$ cat src/rtl/ldf_params.svh
// Constants for the legacy remap fault checker: offsets, fields, codes.
// Assumes inclusion by bare name from any design file that needs them.
`ifndef LDF_PARAMS_SVH
`define LDF_PARAMS_SVH

// ----------------------------------------------------------------------
// Register offsets (byte addresses)
// ----------------------------------------------------------------------
`define LDF_OFF_ROOT 12'h000
`define LDF_OFF_CAP 12'h004
`define LDF_OFF_STAT 12'h008
`define LDF_OFF_MASK 12'h00C
`define LDF_OFF_LAST 12'h010

// ----------------------------------------------------------------------
// Field positions and widths
// ----------------------------------------------------------------------
`define LDF_AW 12
`define LDF_DW 32
`define LDF_WW 7
`define LDF_MODE_LO 0
`define LDF_MODE_HI 1
`define LDF_MAX_GUEST_ADDR_WIDTH_LO 0
`define LDF_MAX_GUEST_ADDR_WIDTH_HI 6
`define LDF_HAW_LO 8
`define LDF_HAW_HI 14
`define LDF_ZLR_BIT 16
`define LDF_ST_QUAL 0
`define LDF_ST_NONQ 1
`define LDF_ST_W 2
`define LDF_LAST_RSN_HI 7
`define LDF_LAST_QUAL 8
`define LDF_LAST_ST_LO 9
`define LDF_LAST_ST_HI 11
`define LDF_WIN_LO 20

// ----------------------------------------------------------------------
// Reset values
// ----------------------------------------------------------------------
`define LDF_RST_MODE 2'h0
`define LDF_RST_MAX_GUEST_ADDR_WIDTH 7'h30
`define LDF_RST_HAW 7'h2E
`define LDF_RST_ZLR 1'h0

// ----------------------------------------------------------------------
// Encodings
// ----------------------------------------------------------------------
`define LDF_MODE_LEGACY 2'h0
`define LDF_MODE_RSVD2 2'h2
`define LDF_MODE_RSVD3 2'h3
`define LDF_TT_PASS 2'h2
`define LDF_WIN_BASE 44'h00000000FEE
`define LDF_RSN_OVER 8'h04
`define LDF_RSN_WRITE 8'h05
`define LDF_RSN_READ 8'h06
`define LDF_RSN_RSVD 8'h0C
`define LDF_RSN_WIN 8'h0E
`define LDF_RSN_ROOT 8'h30
`define LDF_RSN_PASID 8'h31
`define LDF_RSN_PAGE 8'h32

`endif

$ cat src/rtl/ldf_pkg.sv
// Types shared by the fault checker and its bench.
// Assumes no other package; constants live in ldf_params.svh.
package ldf_pkg;

	// ------------------------------------------------------------------
	// Request kinds and completion outcomes
	// ------------------------------------------------------------------
	typedef enum logic [2:0] {
		LDF_UNTRANSLATED,
		LDF_TRANSLATION,
		LDF_TRANSLATED,
		LDF_PAGE_RESP,
		LDF_PAGE_NORESP
	} ldf_kind_t;

	typedef enum logic [2:0] {
		LDF_SUCCESS,
		LDF_UR,
		LDF_CA,
		LDF_IR,
		LDF_DROP
	} ldf_status_t;

endpackage : ldf_pkg

$ cat src/rtl/ldf_fault_check.sv
// Legacy-mode fault checker of a DMA remapping unit, with APB registers.
// Assumes walker results are valid with REQ_VALID, same clock domain.
`timescale 1ns/1ps
`include "ldf_params.svh"

module ldf_fault_check (
	input wire logic REF_CLK,
	input wire logic RST_N,
	input wire logic CLK_EN,
	input wire logic PSEL,
	input wire logic PENABLE,
	input wire logic PWRITE,
	input wire logic [`LDF_AW-1:0] PADDR,
	input wire logic [`LDF_DW-1:0] PWDATA,
	output logic [`LDF_DW-1:0] PRDATA,
	output logic PREADY,
	output logic PSLVERR,
	input wire logic REQ_VALID,
	input ldf_pkg::ldf_kind_t REQ_KIND,
	input wire logic REQ_HAS_PASID,
	input wire logic REQ_IS_READ,
	input wire logic REQ_IS_WRITE,
	input wire logic REQ_IS_ATOMIC,
	input wire logic REQ_ZERO_LEN,
	input wire logic [63:0] REQ_ADDR,
	input wire logic [63:0] OUT_ADDR,
	input wire logic [`LDF_WW-1:0] CTX_ADDR_WIDTH,
	input wire logic [1:0] CTX_XLATE_TYPE,
	input wire logic ENTRY_RSVD_NZ,
	input wire logic ENTRY_READ,
	input wire logic ENTRY_WRITE,
	input wire logic ROOT_PTR_BAD,
	output logic RSP_VALID,
	output ldf_pkg::ldf_status_t RSP_STATUS,
	output logic RSP_PERM_READ,
	output logic RSP_PERM_WRITE,
	output logic FAULT_VALID,
	output logic [7:0] FAULT_REASON,
	output logic FAULT_QUALIFIED,
	output logic IRQ
);

	// ------------------------------------------------------------------
	// Registers
	// ------------------------------------------------------------------
	logic [1:0] table_mode_field;
	logic [`LDF_WW-1:0] max_guest_addr_width;
	logic [`LDF_WW-1:0] host_addr_width;
	logic zero_length_read_cap;
	logic [`LDF_ST_W-1:0] status;
	logic [`LDF_ST_W-1:0] mask;

	// ------------------------------------------------------------------
	// APB decode
	// ------------------------------------------------------------------
	wire sel_root = PADDR == `LDF_OFF_ROOT;
	wire sel_cap = PADDR == `LDF_OFF_CAP;
	wire sel_stat = PADDR == `LDF_OFF_STAT;
	wire sel_mask = PADDR == `LDF_OFF_MASK;
	wire sel_last = PADDR == `LDF_OFF_LAST;
	wire mapped = sel_root | sel_cap | sel_stat | sel_mask | sel_last;
	wire setup = PSEL & ~PENABLE;
	wire access = PSEL & PENABLE;
	wire wr = access & PWRITE & CLK_EN;

	// Zero wait states keep the request path free of any stall
	assign PREADY = 1'b1;
	assign PSLVERR = access & ~mapped;

	wire [`LDF_DW-1:0] rd_root = {{(`LDF_DW-2){1'b0}}, table_mode_field};
	wire [`LDF_DW-1:0] rd_cap = {15'h0000, zero_length_read_cap,
		1'b0, host_addr_width, 1'b0, max_guest_addr_width};
	wire [`LDF_DW-1:0] rd_stat = {{(`LDF_DW-`LDF_ST_W){1'b0}}, status};
	wire [`LDF_DW-1:0] rd_mask = {{(`LDF_DW-`LDF_ST_W){1'b0}}, mask};
	wire [`LDF_DW-1:0] rd_last = {20'h00000, RSP_STATUS, FAULT_QUALIFIED,
		FAULT_REASON};
	wire [`LDF_DW-1:0] next_prdata = sel_root ? rd_root :
		sel_cap ? rd_cap :
		sel_stat ? rd_stat :
		sel_mask ? rd_mask :
		sel_last ? rd_last : 32'h00000000;

	// ------------------------------------------------------------------
	// Mode and request decode
	// ------------------------------------------------------------------
	// legacy mode gate
	wire legacy = table_mode_field == `LDF_MODE_LEGACY;
	wire root_bad = ROOT_PTR_BAD |
		(table_mode_field == `LDF_MODE_RSVD3) |
		(table_mode_field == `LDF_MODE_RSVD2);
	wire is_untr = REQ_KIND == ldf_pkg::LDF_UNTRANSLATED;
	wire is_tr = REQ_KIND == ldf_pkg::LDF_TRANSLATION;
	wire is_trd = REQ_KIND == ldf_pkg::LDF_TRANSLATED;
	wire is_page = (REQ_KIND == ldf_pkg::LDF_PAGE_RESP) |
		(REQ_KIND == ldf_pkg::LDF_PAGE_NORESP);
	wire passthru = CTX_XLATE_TYPE == `LDF_TT_PASS;
	wire dma_req = (is_untr | is_tr) & ~REQ_HAS_PASID;
	// Pass-through and translated requests never touch paging entries
	wire paged = dma_req & ~passthru;

	// ------------------------------------------------------------------
	// Address checks
	// ------------------------------------------------------------------
	wire [`LDF_WW-1:0] guest_width = (max_guest_addr_width < CTX_ADDR_WIDTH)
		? max_guest_addr_width : CTX_ADDR_WIDTH;
	logic over_guest;
	logic over_host;

	ldf_width_check u_guest (
		.addr(REQ_ADDR),
		.width(guest_width),
		.above(over_guest)
	);

	ldf_width_check u_host (
		.addr(REQ_ADDR),
		.width(host_addr_width),
		.above(over_host)
	);

	// request address stands as output address for translated and pass-through requests
	wire [63:0] eff_out = (is_trd | passthru) ? REQ_ADDR : OUT_ADDR;
	wire in_win = eff_out[63:`LDF_WIN_LO] == `LDF_WIN_BASE;

	wire zlr_skip = zero_length_read_cap & REQ_ZERO_LEN & ENTRY_WRITE &
		~ENTRY_READ;
	wire need_read = (REQ_IS_READ | REQ_IS_ATOMIC) & ~zlr_skip;
	wire need_write = REQ_IS_WRITE | REQ_IS_ATOMIC;

	// ------------------------------------------------------------------
	// Fault conditions
	// ------------------------------------------------------------------
	// PASID not allowed in legacy mode
	wire f_pasid = legacy & (is_untr | is_tr) & REQ_HAS_PASID;
	wire f_page = legacy & is_page;
	wire f_rsvd = legacy & paged & ENTRY_RSVD_NZ & (ENTRY_READ | ENTRY_WRITE);
	wire f_aw = legacy & dma_req & (passthru ? over_host : over_guest);
	wire f_haw = legacy & is_trd & over_host;
	wire f_win = legacy & (dma_req | is_trd) & in_win;
	wire f_wr = legacy & paged & is_untr & need_write & ~ENTRY_WRITE;
	wire f_rd = legacy & paged & is_untr & need_read & ~ENTRY_READ;

	// ------------------------------------------------------------------
	// Outcome ladder
	// ------------------------------------------------------------------
	ldf_pkg::ldf_status_t next_status;
	logic [7:0] next_reason;
	logic next_fault;
	logic next_qual;
	logic next_perm_r;
	logic next_perm_w;

	// Fixed priority: mode errors first, then entry, width, window, access
	always_comb begin
		next_status = ldf_pkg::LDF_SUCCESS;
		next_reason = 8'h00;
		next_fault = 1'b0;
		next_qual = 1'b0;
		next_perm_r = passthru | ENTRY_READ;
		next_perm_w = passthru | ENTRY_WRITE;
		if (root_bad) begin
			next_fault = 1'b1;
			next_reason = `LDF_RSN_ROOT;
			unique case (REQ_KIND)
				ldf_pkg::LDF_TRANSLATION: next_status = ldf_pkg::LDF_CA;
				ldf_pkg::LDF_PAGE_RESP: next_status = ldf_pkg::LDF_IR;
				ldf_pkg::LDF_PAGE_NORESP: next_status = ldf_pkg::LDF_DROP;
				ldf_pkg::LDF_UNTRANSLATED,
				ldf_pkg::LDF_TRANSLATED: next_status = ldf_pkg::LDF_UR;
				default: next_status = ldf_pkg::LDF_UR;
			endcase
		end else if (f_pasid) begin
			next_fault = 1'b1;
			next_reason = `LDF_RSN_PASID;
			next_status = ldf_pkg::LDF_UR;
		end else if (f_page) begin
			next_fault = 1'b1;
			next_reason = `LDF_RSN_PAGE;
			next_status = (REQ_KIND == ldf_pkg::LDF_PAGE_RESP) ?
				ldf_pkg::LDF_IR : ldf_pkg::LDF_DROP;
		end else if (f_rsvd) begin
			next_fault = 1'b1;
			next_qual = 1'b1;
			next_reason = `LDF_RSN_RSVD;
			next_status = is_tr ? ldf_pkg::LDF_CA : ldf_pkg::LDF_UR;
		end else if (f_aw | f_haw) begin
			next_perm_r = 1'b0;
			next_perm_w = 1'b0;
			// Translation requests succeed with no permissions, unreported
			if (!is_tr) begin
				next_fault = 1'b1;
				next_qual = 1'b1;
				next_reason = `LDF_RSN_OVER;
				next_status = ldf_pkg::LDF_UR;
			end
		end else if (f_win) begin
			next_fault = 1'b1;
			next_qual = 1'b1;
			next_reason = `LDF_RSN_WIN;
			next_status = is_tr ? ldf_pkg::LDF_CA : ldf_pkg::LDF_UR;
		end else if (f_wr) begin
			next_fault = 1'b1;
			next_qual = 1'b1;
			next_reason = `LDF_RSN_WRITE;
			next_status = ldf_pkg::LDF_UR;
		end else if (f_rd) begin
			next_fault = 1'b1;
			next_qual = 1'b1;
			next_reason = `LDF_RSN_READ;
			next_status = ldf_pkg::LDF_UR;
		end
	end

	// ------------------------------------------------------------------
	// Result registers
	// ------------------------------------------------------------------
	wire take = CLK_EN & REQ_VALID;

	// reason, flag and status in one cycle
	always_ff @(posedge REF_CLK or negedge RST_N) begin
		if (!RST_N) begin
			RSP_VALID <= 1'b0;
			FAULT_VALID <= 1'b0;
		end else if (CLK_EN) begin
			RSP_VALID <= REQ_VALID;
			FAULT_VALID <= REQ_VALID & next_fault;
		end
	end

	always_ff @(posedge REF_CLK or negedge RST_N) begin
		if (!RST_N) begin
			RSP_STATUS <= ldf_pkg::LDF_SUCCESS;
			RSP_PERM_READ <= 1'b0;
			RSP_PERM_WRITE <= 1'b0;
			FAULT_REASON <= 8'h00;
			FAULT_QUALIFIED <= 1'b0;
		end else if (take) begin
			RSP_STATUS <= next_status;
			RSP_PERM_READ <= next_perm_r;
			RSP_PERM_WRITE <= next_perm_w;
			FAULT_REASON <= next_reason;
			FAULT_QUALIFIED <= next_qual;
		end
	end

	// ------------------------------------------------------------------
	// Register writes and interrupt status
	// ------------------------------------------------------------------
	wire [`LDF_ST_W-1:0] st_set = {take & next_fault & ~next_qual,
		take & next_fault & next_qual};
	wire [`LDF_ST_W-1:0] st_clr = (wr & sel_stat) ?
		PWDATA[`LDF_ST_W-1:0] : 2'h0;
	// A fault in the clearing cycle survives the clear
	wire [`LDF_ST_W-1:0] next_status_bits = (status & ~st_clr) | st_set;

	always_ff @(posedge REF_CLK or negedge RST_N) begin
		if (!RST_N) begin
			table_mode_field <= `LDF_RST_MODE;
			max_guest_addr_width <= `LDF_RST_MAX_GUEST_ADDR_WIDTH;
			host_addr_width <= `LDF_RST_HAW;
			zero_length_read_cap <= `LDF_RST_ZLR;
			mask <= 2'h0;
		end else if (wr) begin
			if (sel_root) begin
				table_mode_field <= PWDATA[`LDF_MODE_HI:`LDF_MODE_LO];
			end
			if (sel_cap) begin
				max_guest_addr_width <= PWDATA[`LDF_MAX_GUEST_ADDR_WIDTH_HI:`LDF_MAX_GUEST_ADDR_WIDTH_LO];
				host_addr_width <= PWDATA[`LDF_HAW_HI:`LDF_HAW_LO];
				zero_length_read_cap <= PWDATA[`LDF_ZLR_BIT];
			end
			if (sel_mask) begin
				mask <= PWDATA[`LDF_ST_W-1:0];
			end
		end
	end

	always_ff @(posedge REF_CLK or negedge RST_N) begin
		if (!RST_N) begin
			status <= 2'h0;
			PRDATA <= 32'h00000000;
		end else if (CLK_EN) begin
			status <= next_status_bits;
			if (setup) begin
				PRDATA <= next_prdata;
			end
		end
	end

	assign IRQ = |(status & mask);

	wire clean_path = ~root_bad & legacy & ~REQ_HAS_PASID & ~passthru;
endmodule : ldf_fault_check

$ cat src/rtl/ldf_width_check.sv
// Address-width limit check: flags an address above 2^width - 1.
// Assumes a width of 0 to 64 bits; purely combinational.
`timescale 1ns/1ps
`include "ldf_params.svh"

module ldf_width_check (
	input wire logic [63:0] addr,
	input wire logic [`LDF_WW-1:0] width,
	output logic above
);

	// ------------------------------------------------------------------
	// Limit compare
	// ------------------------------------------------------------------
	function automatic logic above_limit(
		input logic [63:0] a,
		input logic [`LDF_WW-1:0] w
	);
		logic [63:0] keep;
		keep = '1;
		if (w < 7'h40) begin
			keep = ~({64{1'b1}} << w);
		end
		return (a & ~keep) != 64'h0;
	endfunction : above_limit

	assign above = above_limit(addr, width);

endmodule : ldf_width_check
$ cat config.mk
export PLATFORM = sky130hd
export DESIGN_NAME = ldf_fault_check
export DESIGN_NICKNAME = d
export VERILOG_FILES = /design/src/rtl/ldf_pkg.sv /design/src/rtl/ldf_fault_check.sv /design/src/rtl/ldf_width_check.sv
export VERILOG_INCLUDE_DIRS = /design/src /design/src/rtl
export SDC_FILE = /design/constraint.sdc
export NUM_CORES = 1
export LEC_CHECK = 0
export BUFFER_PORTS_ARGS = -buffer_cell sky130_fd_sc_hd__buf_4
export CAP_MARGIN = 20
export CORE_UTILIZATION = 30
export DETAILED_ROUTE_END_ITERATION = 8
export SYNTH_ARGS = -nofsm -noshare
export SYNTH_HDL_FRONTEND = slang
export SYNTH_SLANG_ARGS = --single-unit
$ cat constraint.sdc
create_clock -name REF_CLK -period 3.32 [get_ports REF_CLK]
set_clock_uncertainty 0.1 [all_clocks]
set_input_delay 0.498 -clock REF_CLK [delete_from_list [all_inputs] [get_ports REF_CLK]]
set_output_delay 0.498 -clock REF_CLK [all_outputs]
set_load 0.01 [all_outputs]
Word level (Yosys, flattened, before mapping)
Cells that the tools add are included.

operators by class
  order comparisons = 3
  shift operators = 2
  eq/ne operators = 12
  bitwise logic cells = 68
  reduce and logical (&&, ||, !) cells = 10
  multiplexer cells = 54

operators by type and width
  operator                                           number
  inverter 64 bit                                    4
  two-way mux 64 bit                                 3
  AND 64 bit                                         2
  nonzero test 64 bit                                2
  << shifter 64 x 7 -> 64 bit, first input constant  2
  == test 44 x 12 -> 1 bit, second input constant    1
  two-way mux 8 bit                                  5
  two-way mux 12 bit                                 3
  AND 1 bit                                          34
  two-way mux 17 bit                                 2
  two-way mux 3 bit                                  9
  two-way mux 1 bit                                  26
  == test 12 x 4 -> 1 bit, second input constant     2
  OR 1 bit                                           16
  less-than comparator 7 bit, second input constant  2
  == test 12 x 3 -> 1 bit, second input constant     1
  == test 12 x 5 -> 1 bit, second input constant     1
  logical NOT 12 bit                                 1
  case mux 3 bit (3 select lines)                    1
  inverter 1 bit                                     8
  AND reduction 2 bit                                4
  less-than comparator 7 bit                         1
  two-way mux 7 bit                                  1
  == test 2 bit, second input constant               3
  other kinds (11)                                   15

word-level totals
  logic and storage cells = 163
  register bits = 69

Depth between registers and ports, before layout
Gate-level depths: netlist of run 1.

  word-level depth = 19
  mapped depth = 17
  depth with buffers taken out = 13

Cells and area by module
A second synthesis of run 1 with hierarchy kept.

unflattened totals
  cell total of the unflattened synthesis = 612
  area, all modules = 4817.1 um2

by module, submodules not included
  module           cells an instance  times used  seq. area each (um2)  area an instance (um2)
  ldf_fault_check  326                1           1233.7                3098.0
  ldf_width_check  143                2           0.0                   859.6

Worst setup path before layout of run 1
No wires, ideal clock.

  kind = input to register
  from = in CTX_ADDR_WIDTH[3]
  to = reg RSP_STATUS[0]
  data arrival time = 3.800 ns
  data required time = 3.149 ns
  stages = 16
  setup slack = -0.650 ns
  library setup time = 0.071 ns
  buffers on the path = 3
  cells stage by stage = clkbuf_1 > buf_2 > inv_1 > ha_1 > a21o_1 > a211o_1 > a21oi_4 > buf_2 > mux2i_1 > o2111ai_1 > o41ai_1 > o211ai_1 > a21oi_2 > o2bb2ai_2 > or4_1 > nand4_1

between the ends
  longest elaborated chain between the ends = 16
  elaborated cells on any way between the ends = 17
  classes of those cells = order compare: 2; shift: 1; mux: 8; bitwise: 5; reduce/logical: 1

RTL lines
  item                         line                    RTL
  from (decl)                  ldf_fault_check.sv:27   input wire logic [`LDF_WW-1:0] CTX_ADDR_WIDTH,
  less-than comparator 7 bit   ldf_fault_check.sv:104  wire [`LDF_WW-1:0] guest_width = (max_guest_addr_width < CTX_ADDR_WIDTH)
  two-way mux 7 bit *          ldf_fault_check.sv:105  ? max_guest_addr_width : CTX_ADDR_WIDTH;
  << shifter 64 x 7 -> 64 bit  ldf_width_check.sv:22   keep = ~({64{1'b1}} << w);
  inverter 64 bit              ldf_width_check.sv:22
  two-way mux 64 bit *         ldf_width_check.sv:21   if (w < 7'h40) begin
  inverter 64 bit *            ldf_width_check.sv:24   return (a & ~keep) != 64'h0;
  AND 64 bit *                 ldf_width_check.sv:24
  nonzero test 64 bit *        ldf_width_check.sv:24
  two-way mux 1 bit *          ldf_fault_check.sv:137  wire f_aw = legacy & dma_req & (passthru ? over_host : over_guest);
  AND 1 bit *                  ldf_fault_check.sv:137
  OR 1 bit *                   ldf_fault_check.sv:186  end else if (f_aw | f_haw) begin
  two-way mux 3 bit *          ldf_fault_check.sv:186
  two-way mux 3 bit *          ldf_fault_check.sv:181  end else if (f_rsvd) begin
  two-way mux 3 bit *          ldf_fault_check.sv:176  end else if (f_page) begin
  two-way mux 3 bit *          ldf_fault_check.sv:172  end else if (f_pasid) begin
  two-way mux 3 bit *          ldf_fault_check.sv:161  if (root_bad) begin
  to (signal assigned)         ldf_fault_check.sv:232  RSP_STATUS <= ldf_pkg::LDF_SUCCESS;
  to (signal assigned)         ldf_fault_check.sv:238  RSP_STATUS <= next_status;
  to (decl)                    ldf_fault_check.sv:34   output ldf_pkg::ldf_status_t RSP_STATUS,

Every way passes the cells marked *; elsewhere a longest branch is shown, timed or not.
A chain may end at the register's enable or synchronous reset.

Worst setup path in the final report of run 1
  from = reg max_guest_addr_width[4]
  to = reg RSP_STATUS[0]

between the ends
  longest elaborated chain between the ends = 16
  elaborated cells on any way between the ends = 17
  classes of those cells = order compare: 2; shift: 1; mux: 8; bitwise: 5; reduce/logical: 1

RTL lines
  item                         line                    RTL
  from (decl)                  ldf_fault_check.sv:47   logic [`LDF_WW-1:0] max_guest_addr_width;
  from (signal assigned)       ldf_fault_check.sv:259  max_guest_addr_width <= `LDF_RST_MAX_GUEST_ADDR_WIDTH;
  from (signal assigned)       ldf_fault_check.sv:268  max_guest_addr_width <= PWDATA[`LDF_MAX_GUEST_ADDR_WIDTH_HI:`LDF_MAX_GUEST_ADDR_WIDTH_LO];
  less-than comparator 7 bit   ldf_fault_check.sv:104
  two-way mux 7 bit *          ldf_fault_check.sv:105
  << shifter 64 x 7 -> 64 bit  ldf_width_check.sv:22
  inverter 64 bit              ldf_width_check.sv:22
  two-way mux 64 bit *         ldf_width_check.sv:21
  inverter 64 bit *            ldf_width_check.sv:24
  AND 64 bit *                 ldf_width_check.sv:24
  nonzero test 64 bit *        ldf_width_check.sv:24
  two-way mux 1 bit *          ldf_fault_check.sv:137
  AND 1 bit *                  ldf_fault_check.sv:137
  OR 1 bit *                   ldf_fault_check.sv:186
  two-way mux 3 bit *          ldf_fault_check.sv:186
  two-way mux 3 bit *          ldf_fault_check.sv:181
  two-way mux 3 bit *          ldf_fault_check.sv:176
  two-way mux 3 bit *          ldf_fault_check.sv:172
  two-way mux 3 bit *          ldf_fault_check.sv:161

Marks and branches as above.

==> results.toml, run 1 <==
[run_status]
outcome = "finished, violations left"
violations = "setup timing"

[yosys]
yosysTopAreaCellShare_pct = 19.7
netlist_area_sq_um = 5330
synth_cells = 760
synth_seq_cells = 48
synth_edf_count = 0
synth_area_leader_cell = "dfrtp_1"
async_reset_ff_share_pct = 100
seq_area_frac_synth_pct = 22.7
synth_area_leaders = "dfrtp_1 (20%), nand2_1 (7.3%), o21ai_0 (7.0%)"
synth_common_cells = "nand2_1 (103), o21ai_0 (75), a21oi_1 (61), nor2_1 (58), dfrtp_1 (42)"
ys_types = 74
yosysMostFrequentCell = "nand2_1"
yosysWarningCount = 0
syn_avg_cell_area_sq_um = 7.01
ys.flop_type = "dfrtp_1"

[cells_and_area]
num_antenna_cells = 0
drive_above_1_share_pct = 36.8
seqCellArea_sq_um = 1210
synthToLayoutAreaGrowth_pct = 51.1
fin_nets = 1234
postLayoutCellArea_sq_um = 8050
multi_input_area_sq_um = 3920
final_core_util_pct = 46.6
fill_cells = 1850
layout.cells.non_filler = 1254

[sta]
worst_slew_pin_slew_ns = 0.915
setup_viol = 10
setup-tns-final_ns = -3.82
hold_viol = 0
setup_ws_ns = -0.495
rsz0062_at_grt = "yes"
period_share_pct = 115
maxSlewViolCount = 0
hold_ws_ns = 0.112
slew_headroom_pct = 38.8
min_period_ns = 3.82
fmax_ghz = 0.262

[clock_network]
cts_tree = "built"
htreeDepth = 2
clock_path_buffers = 2
cts_buffers = 5
clk_pin_slew_ns = 0.07
cts_sinks = 48
cts-root-buf = "clkbuf_16"
worstSkewPairLatency_ns = 0.30

[floorplanning]
die_x_um = 135
rows = 48
dieArea_sq_um = 18300
start_util_pct = 30.8
core_area_sq_um = 17300
ios = 251
die_y_um = 135

[grt]
antenna_found_initial = 0
grt_max_degree = 49
grtUsageTotal_pct = 30.6
grt_pass1_wl_mm = 41.8
grt_pass1_vias = 7098
grt_remaining_overflow = 0

[worst_setup_path]
reg2reg_from = "max_guest_addr_width[4]"
path_max_fanout = 6
reg2reg_depth = 14
arrival_ns = 3.94
required_ns = 3.45
worstSetupStartpointType = "flip-flop"
setup.worst_path.start = "max_guest_addr_width[4]"
regToRegSetupSlack_ns = -0.50
critical_path_class = "reg2reg"
critPathCapture = "RSP_STATUS[0]"
crit_path_end_kind = "flip-flop"
r2r-end = "RSP_STATUS[0]"

[pwr]
switchingPower_mw = 0.607
p_seq_share_pct = 33.3
p_int_mw = 1.26
switching_share_pct = 32.4
power_mw = 1.87
peakVddDrop_uv = 267
pwr-share-clk_pct = 31.8
cellLeakagePower_nw = 3.65
combPwrFrac_pct = 34.9
power_density_nw_per_um2 = 232

[route]
drtPass1Iterations = 6
antenna_left = 0
wl_mm = 28.1
route.detailed.drc = 0
drtIter0Drc = 665
vias = 7420
via_per_inst = 5.92
wl_per_cell_um = 22.4

[placed_design]
dpl-instance-area_sq_um = 7670
post-place-cells = 1238
port-buffer-count = 193
place_congestion = 1.01
dp_hpwl_mm = 22.9
dp_slack_ns = -0.683

[min_path]
hold_path.class = "in2async"

[run]
max-cap-violations = 0
[worst min path at each step]
stage | slack, ns | endpoint | start | cells past startpoint
finish | 0.11 | mask[0] | RST_N | 1
global route | 0.18 | mask[1] | RST_N | 1
CTS | 0.15 | RSP_VALID | RST_N | 1
detailed placement | 0.36 | PRDATA[6] | PRDATA[6] | 2
global placement | 0.36 | PRDATA[6] | PRDATA[6] | 2
floorplan | 0.10 | FAULT_QUALIFIED | RST_N | 0
[power groups by stage]
stage,logic (mW),registers (mW),clock network [mW]
floorplan,0.257,0.632,0
global placement,0.614,0.634,0
detailed placement,0.608,0.634,0
CTS,0.621,0.624,0.601
global route,0.692,0.626,0.625
finish,0.652,0.624,0.595
[registers in the layout (all words and copies together) (netlist names)]
name                  flops
FAULT_REASON              4
RSP_STATUS                3
table_mode_field          2
status                    2
RSP_PERM_WRITE            1
FAULT_VALID               1
PRDATA                   15
mask                      2
zero_length_read_cap      1
FAULT_QUALIFIED           1
max_guest_addr_width      7
host_addr_width           7
RSP_PERM_READ             1
RSP_VALID                 1
[repair_timing]
item | CTS | global route
pin swaps | 4 | 10
resized for setup | 8 | 17
setup buffers | 4 | 4
hold buffers | 0 | 0
endpoints found under the setup margin | 10 | 10
[critical path: stages (launching register included)]
cell,delay (ns)
dfstp_2,0.58
ha_4,0.21
a21o_1,0.21
a211oi_4,0.28
o21ai_2,0.12
buf_12,0.15
buf_2,0.16
mux2_2,0.28
a2111o_1,0.42
a21oi_2,0.15
o2111ai_2,0.15
a21oi_2,0.27
o2bb2ai_4,0.08
or4_1,0.50
nand4_1,0.10
[layout by cell type, fill, tap and decap left out, drive strengths merged, types with 13 or more instances in the layout]
cell	n
buf	309
mux2	13
conb	20
o21ai	79
dfrtp	42
a21oi	63
nor3	28
nand2	103
nor4	27
mux2i	13
a31oi	13
nand3	40
nor2	58
inv	27
[kinds of logic (layout without fill, tap and decap cells)]
logic type	after synthesis	after routing	synth area share (%)
compound gates	269	269	33.2
fa+ha+maj	8	8	1.78
buf+inv	95	346	8.99
flops	48	48	22.7
mux	26	26	5.19
other cells	2	20	0.141
simple gates	312	312	28.0
[layer usage]
layer	wire length [um]	GRT usage [%]	share of wire, %
met1	11200	38.9	40
met2	12700	48.9	45
met3	2930	6.47	10
met4	1300	14.8	4.6
met5	0	0	0
[final cells by class]
| class | instances | area share [%] |
|---|---|---|
| clock inverters | 3 | 0.590 |
| multi-input cells | 635 | 48.7 |
| clock buffers | 5 | 1.55 |
| repair buffers | 309 | 29.1 |
| inverters | 29 | 1.57 |
| well taps | 225 | 3.50 |
| flip-flops and latches | 48 | 15.0 |
Power figures use the tool's default switching activity.
==> inputs of run 2 (changes only) <==
- CTS_BUF_LIST: not set -> sky130_fd_sc_hd__clkbuf_4
==> run 2 against run 1 <==
  * The flow still finishes with violations (setup timing)
  * Count of clock-buffer cells in the layout stayed put
  * Sequential power hardly changed
  * Routed wire length is 0.13% lower
  * Power is 12% lower
  * Clock power is 38% lower
  * Cell area is 1.1% lower
  * Utilization is 0.51 points lower
  * Die area stayed put
  * Critical path type unchanged
==> results.toml, run 2 (synthesized netlist as in run 1, its figures left out) <==
[run_status]
outcome = "finished, violations left"
violations = "setup timing"

[cells_and_area]
drive_above_1_share_pct = 36.8
seqCellArea_sq_um = 1210
mostFrequentLayoutCell = "buf_4"
layout_common_cells = "buf_4 (306), nand2_1 (103), o21ai_0 (70)"
multi_input_area_sq_um = 3920
postLayoutCellArea_sq_um = 7970
fin_nets = 1234
synthToLayoutAreaGrowth_pct = 49.5
largest_register_ffs = 15
fill_cells = 1857
regMostFlops = "PRDATA"
top_regs = "PRDATA (15), host_addr_width (7), max_guest_addr_width (7)"
num_antenna_cells = 0

[pwr]
peakVddDrop_uv = 166
power_mw = 1.64
cellLeakagePower_nw = 3.62
power_density_nw_per_um2 = 206

[sta]
hold_ws_ns = 0.0101
hold_viol = 0
maxSlewViolCount = 0
setup_ws_ns = -0.523
setup_viol = 10
min_period_ns = 3.84
worst_slew_pin_slew_ns = 0.915
rsz0062_at_grt = "yes"
fmax_ghz = 0.260
slew_headroom_pct = 38.8
period_share_pct = 116
setup-tns-final_ns = -4.07

[route]
route.detailed.drc = 0
wl_mm = 28.1
wl_met2_mm = 12.6
wl_per_cell_um = 22.4
drtPass1Iterations = 5
drtIter0Drc = 662
antenna_left = 0
top_layer_used = "met4"
via_per_inst = 5.89
vias = 7385
drt-met1-wl_mm = 11.3
wl_met3_mm = 2.74

[clock_network]
worstSkewPairLatency_ns = 0.38
cts_sinks = 48
hold_buffers = 0
cts_tree = "built"
clock_path_buffers = 2
cts_buffers = 5
clk_pin_slew_ns = 0.15
cts-root-buf = "clkbuf_4"
htreeDepth = 2

[run]
max-cap-violations = 0

[placed_design]
place_congestion = 1.01
dp_hpwl_mm = 22.9
dpl-instance-area_sq_um = 7670
port-buffer-count = 193

[worst_setup_path]
arrival_ns = 4.06
required_ns = 3.54
worstSetupStartpointType = "flip-flop"
crit_path_end_kind = "flip-flop"
critical_path_class = "reg2reg"
path_max_fanout = 6
reg2reg_depth = 14

[min_path]
hold_path.class = "in2async"

[floorplanning]
die_x_um = 135
core_area_sq_um = 17300
die_y_um = 135
dieArea_sq_um = 18300
ios = 251
rows = 48
start_util_pct = 30.8

[grt]
grtUsageTotal_pct = 30.5
grt_pass1_wl_mm = 41.8
grt_remaining_overflow = 0
grt_max_degree = 49
antenna_found_initial = 0
grt_pass1_vias = 7088
run 2: cell counts in the layout (fill, tap and decap cells not counted):
No cell type changed its count.
run 2: path summary, 6_finish.rpt:
kind | slack, ns | from | endpoint
worst min-delay path | 0.01 | RST_N | mask[0]
max in group asynchronous | 2.67 | RST_N | RSP_STATUS[1]
worst min register to register | 0.39 | PRDATA[6] | PRDATA[6]
worst max register to register | -0.52 | max_guest_addr_width[4] | RSP_STATUS[0]
worst max-delay path | -0.52 | max_guest_addr_width[4] | RSP_STATUS[0]
min in group REF_CLK | 0.20 | PWDATA[8] | host_addr_width[0]
run 2: power breakdown:
part / total [mW] / switching, mW / internal [mW]
Sequential: 0.624 / 0.0209 / 0.603
Clock: 0.368 / 0.206 / 0.161
Combinational: 0.652 / 0.348 / 0.304
Total: 1.64 / 0.575 / 1.07
run 2: cell type report:
class,count,area share (%)
clock buffers,5,0.471
clock inverters,3,0.597
inverters,29,1.59
multi-input cells,635,49.2
flip-flops and latches,48,15.2
well taps,225,3.53
repair buffers,309,29.4
run 2: routing by layer:
| metal | vias up | GRT usage, % |
|---|---|---|
| li1 | 3366 | - |
| met1 | 3466 | 39.2 |
| met2 | 459 | 48.7 |
| met3 | 94 | 6.25 |
| met4 | 0 | 14.5 |
| met5 | - | 0 |
run 2: critical path, stage by stage, from the launching register on:
cell,delay [ns]
dfstp_2,0.60
ha_4,0.21
a21o_1,0.20
a211oi_4,0.28
o21ai_2,0.12
buf_12,0.15
buf_2,0.16
mux2_2,0.28
a2111o_1,0.42
a21oi_2,0.15
o2111ai_2,0.15
a21oi_2,0.27
o2bb2ai_4,0.08
or4_1,0.50
nand4_1,0.10
run 2: per-stage QoR:
step / instances / setup WS (ns) / utilization [%]
6_report: 1254 / -0.523 / 46.1
5_1_grt: 1254 / -0.648 / 46.1
4_1_cts: 1250 / -0.435 / 45.4
3_5_place_dp: 1238 / -0.683 / 44.3
3_3_place_gp: 1238 / -0.641 / 44.3
2_1_floorplan: 778 / -0.307 / -
run 2: timing repair:
action / in CTS / in global routing
cloned: 0 / 0
gates resized for setup: 11 / 14
pin swaps: 4 / 10
setup endpoints to repair: 10 / 10
setup buffers: 4 / 4
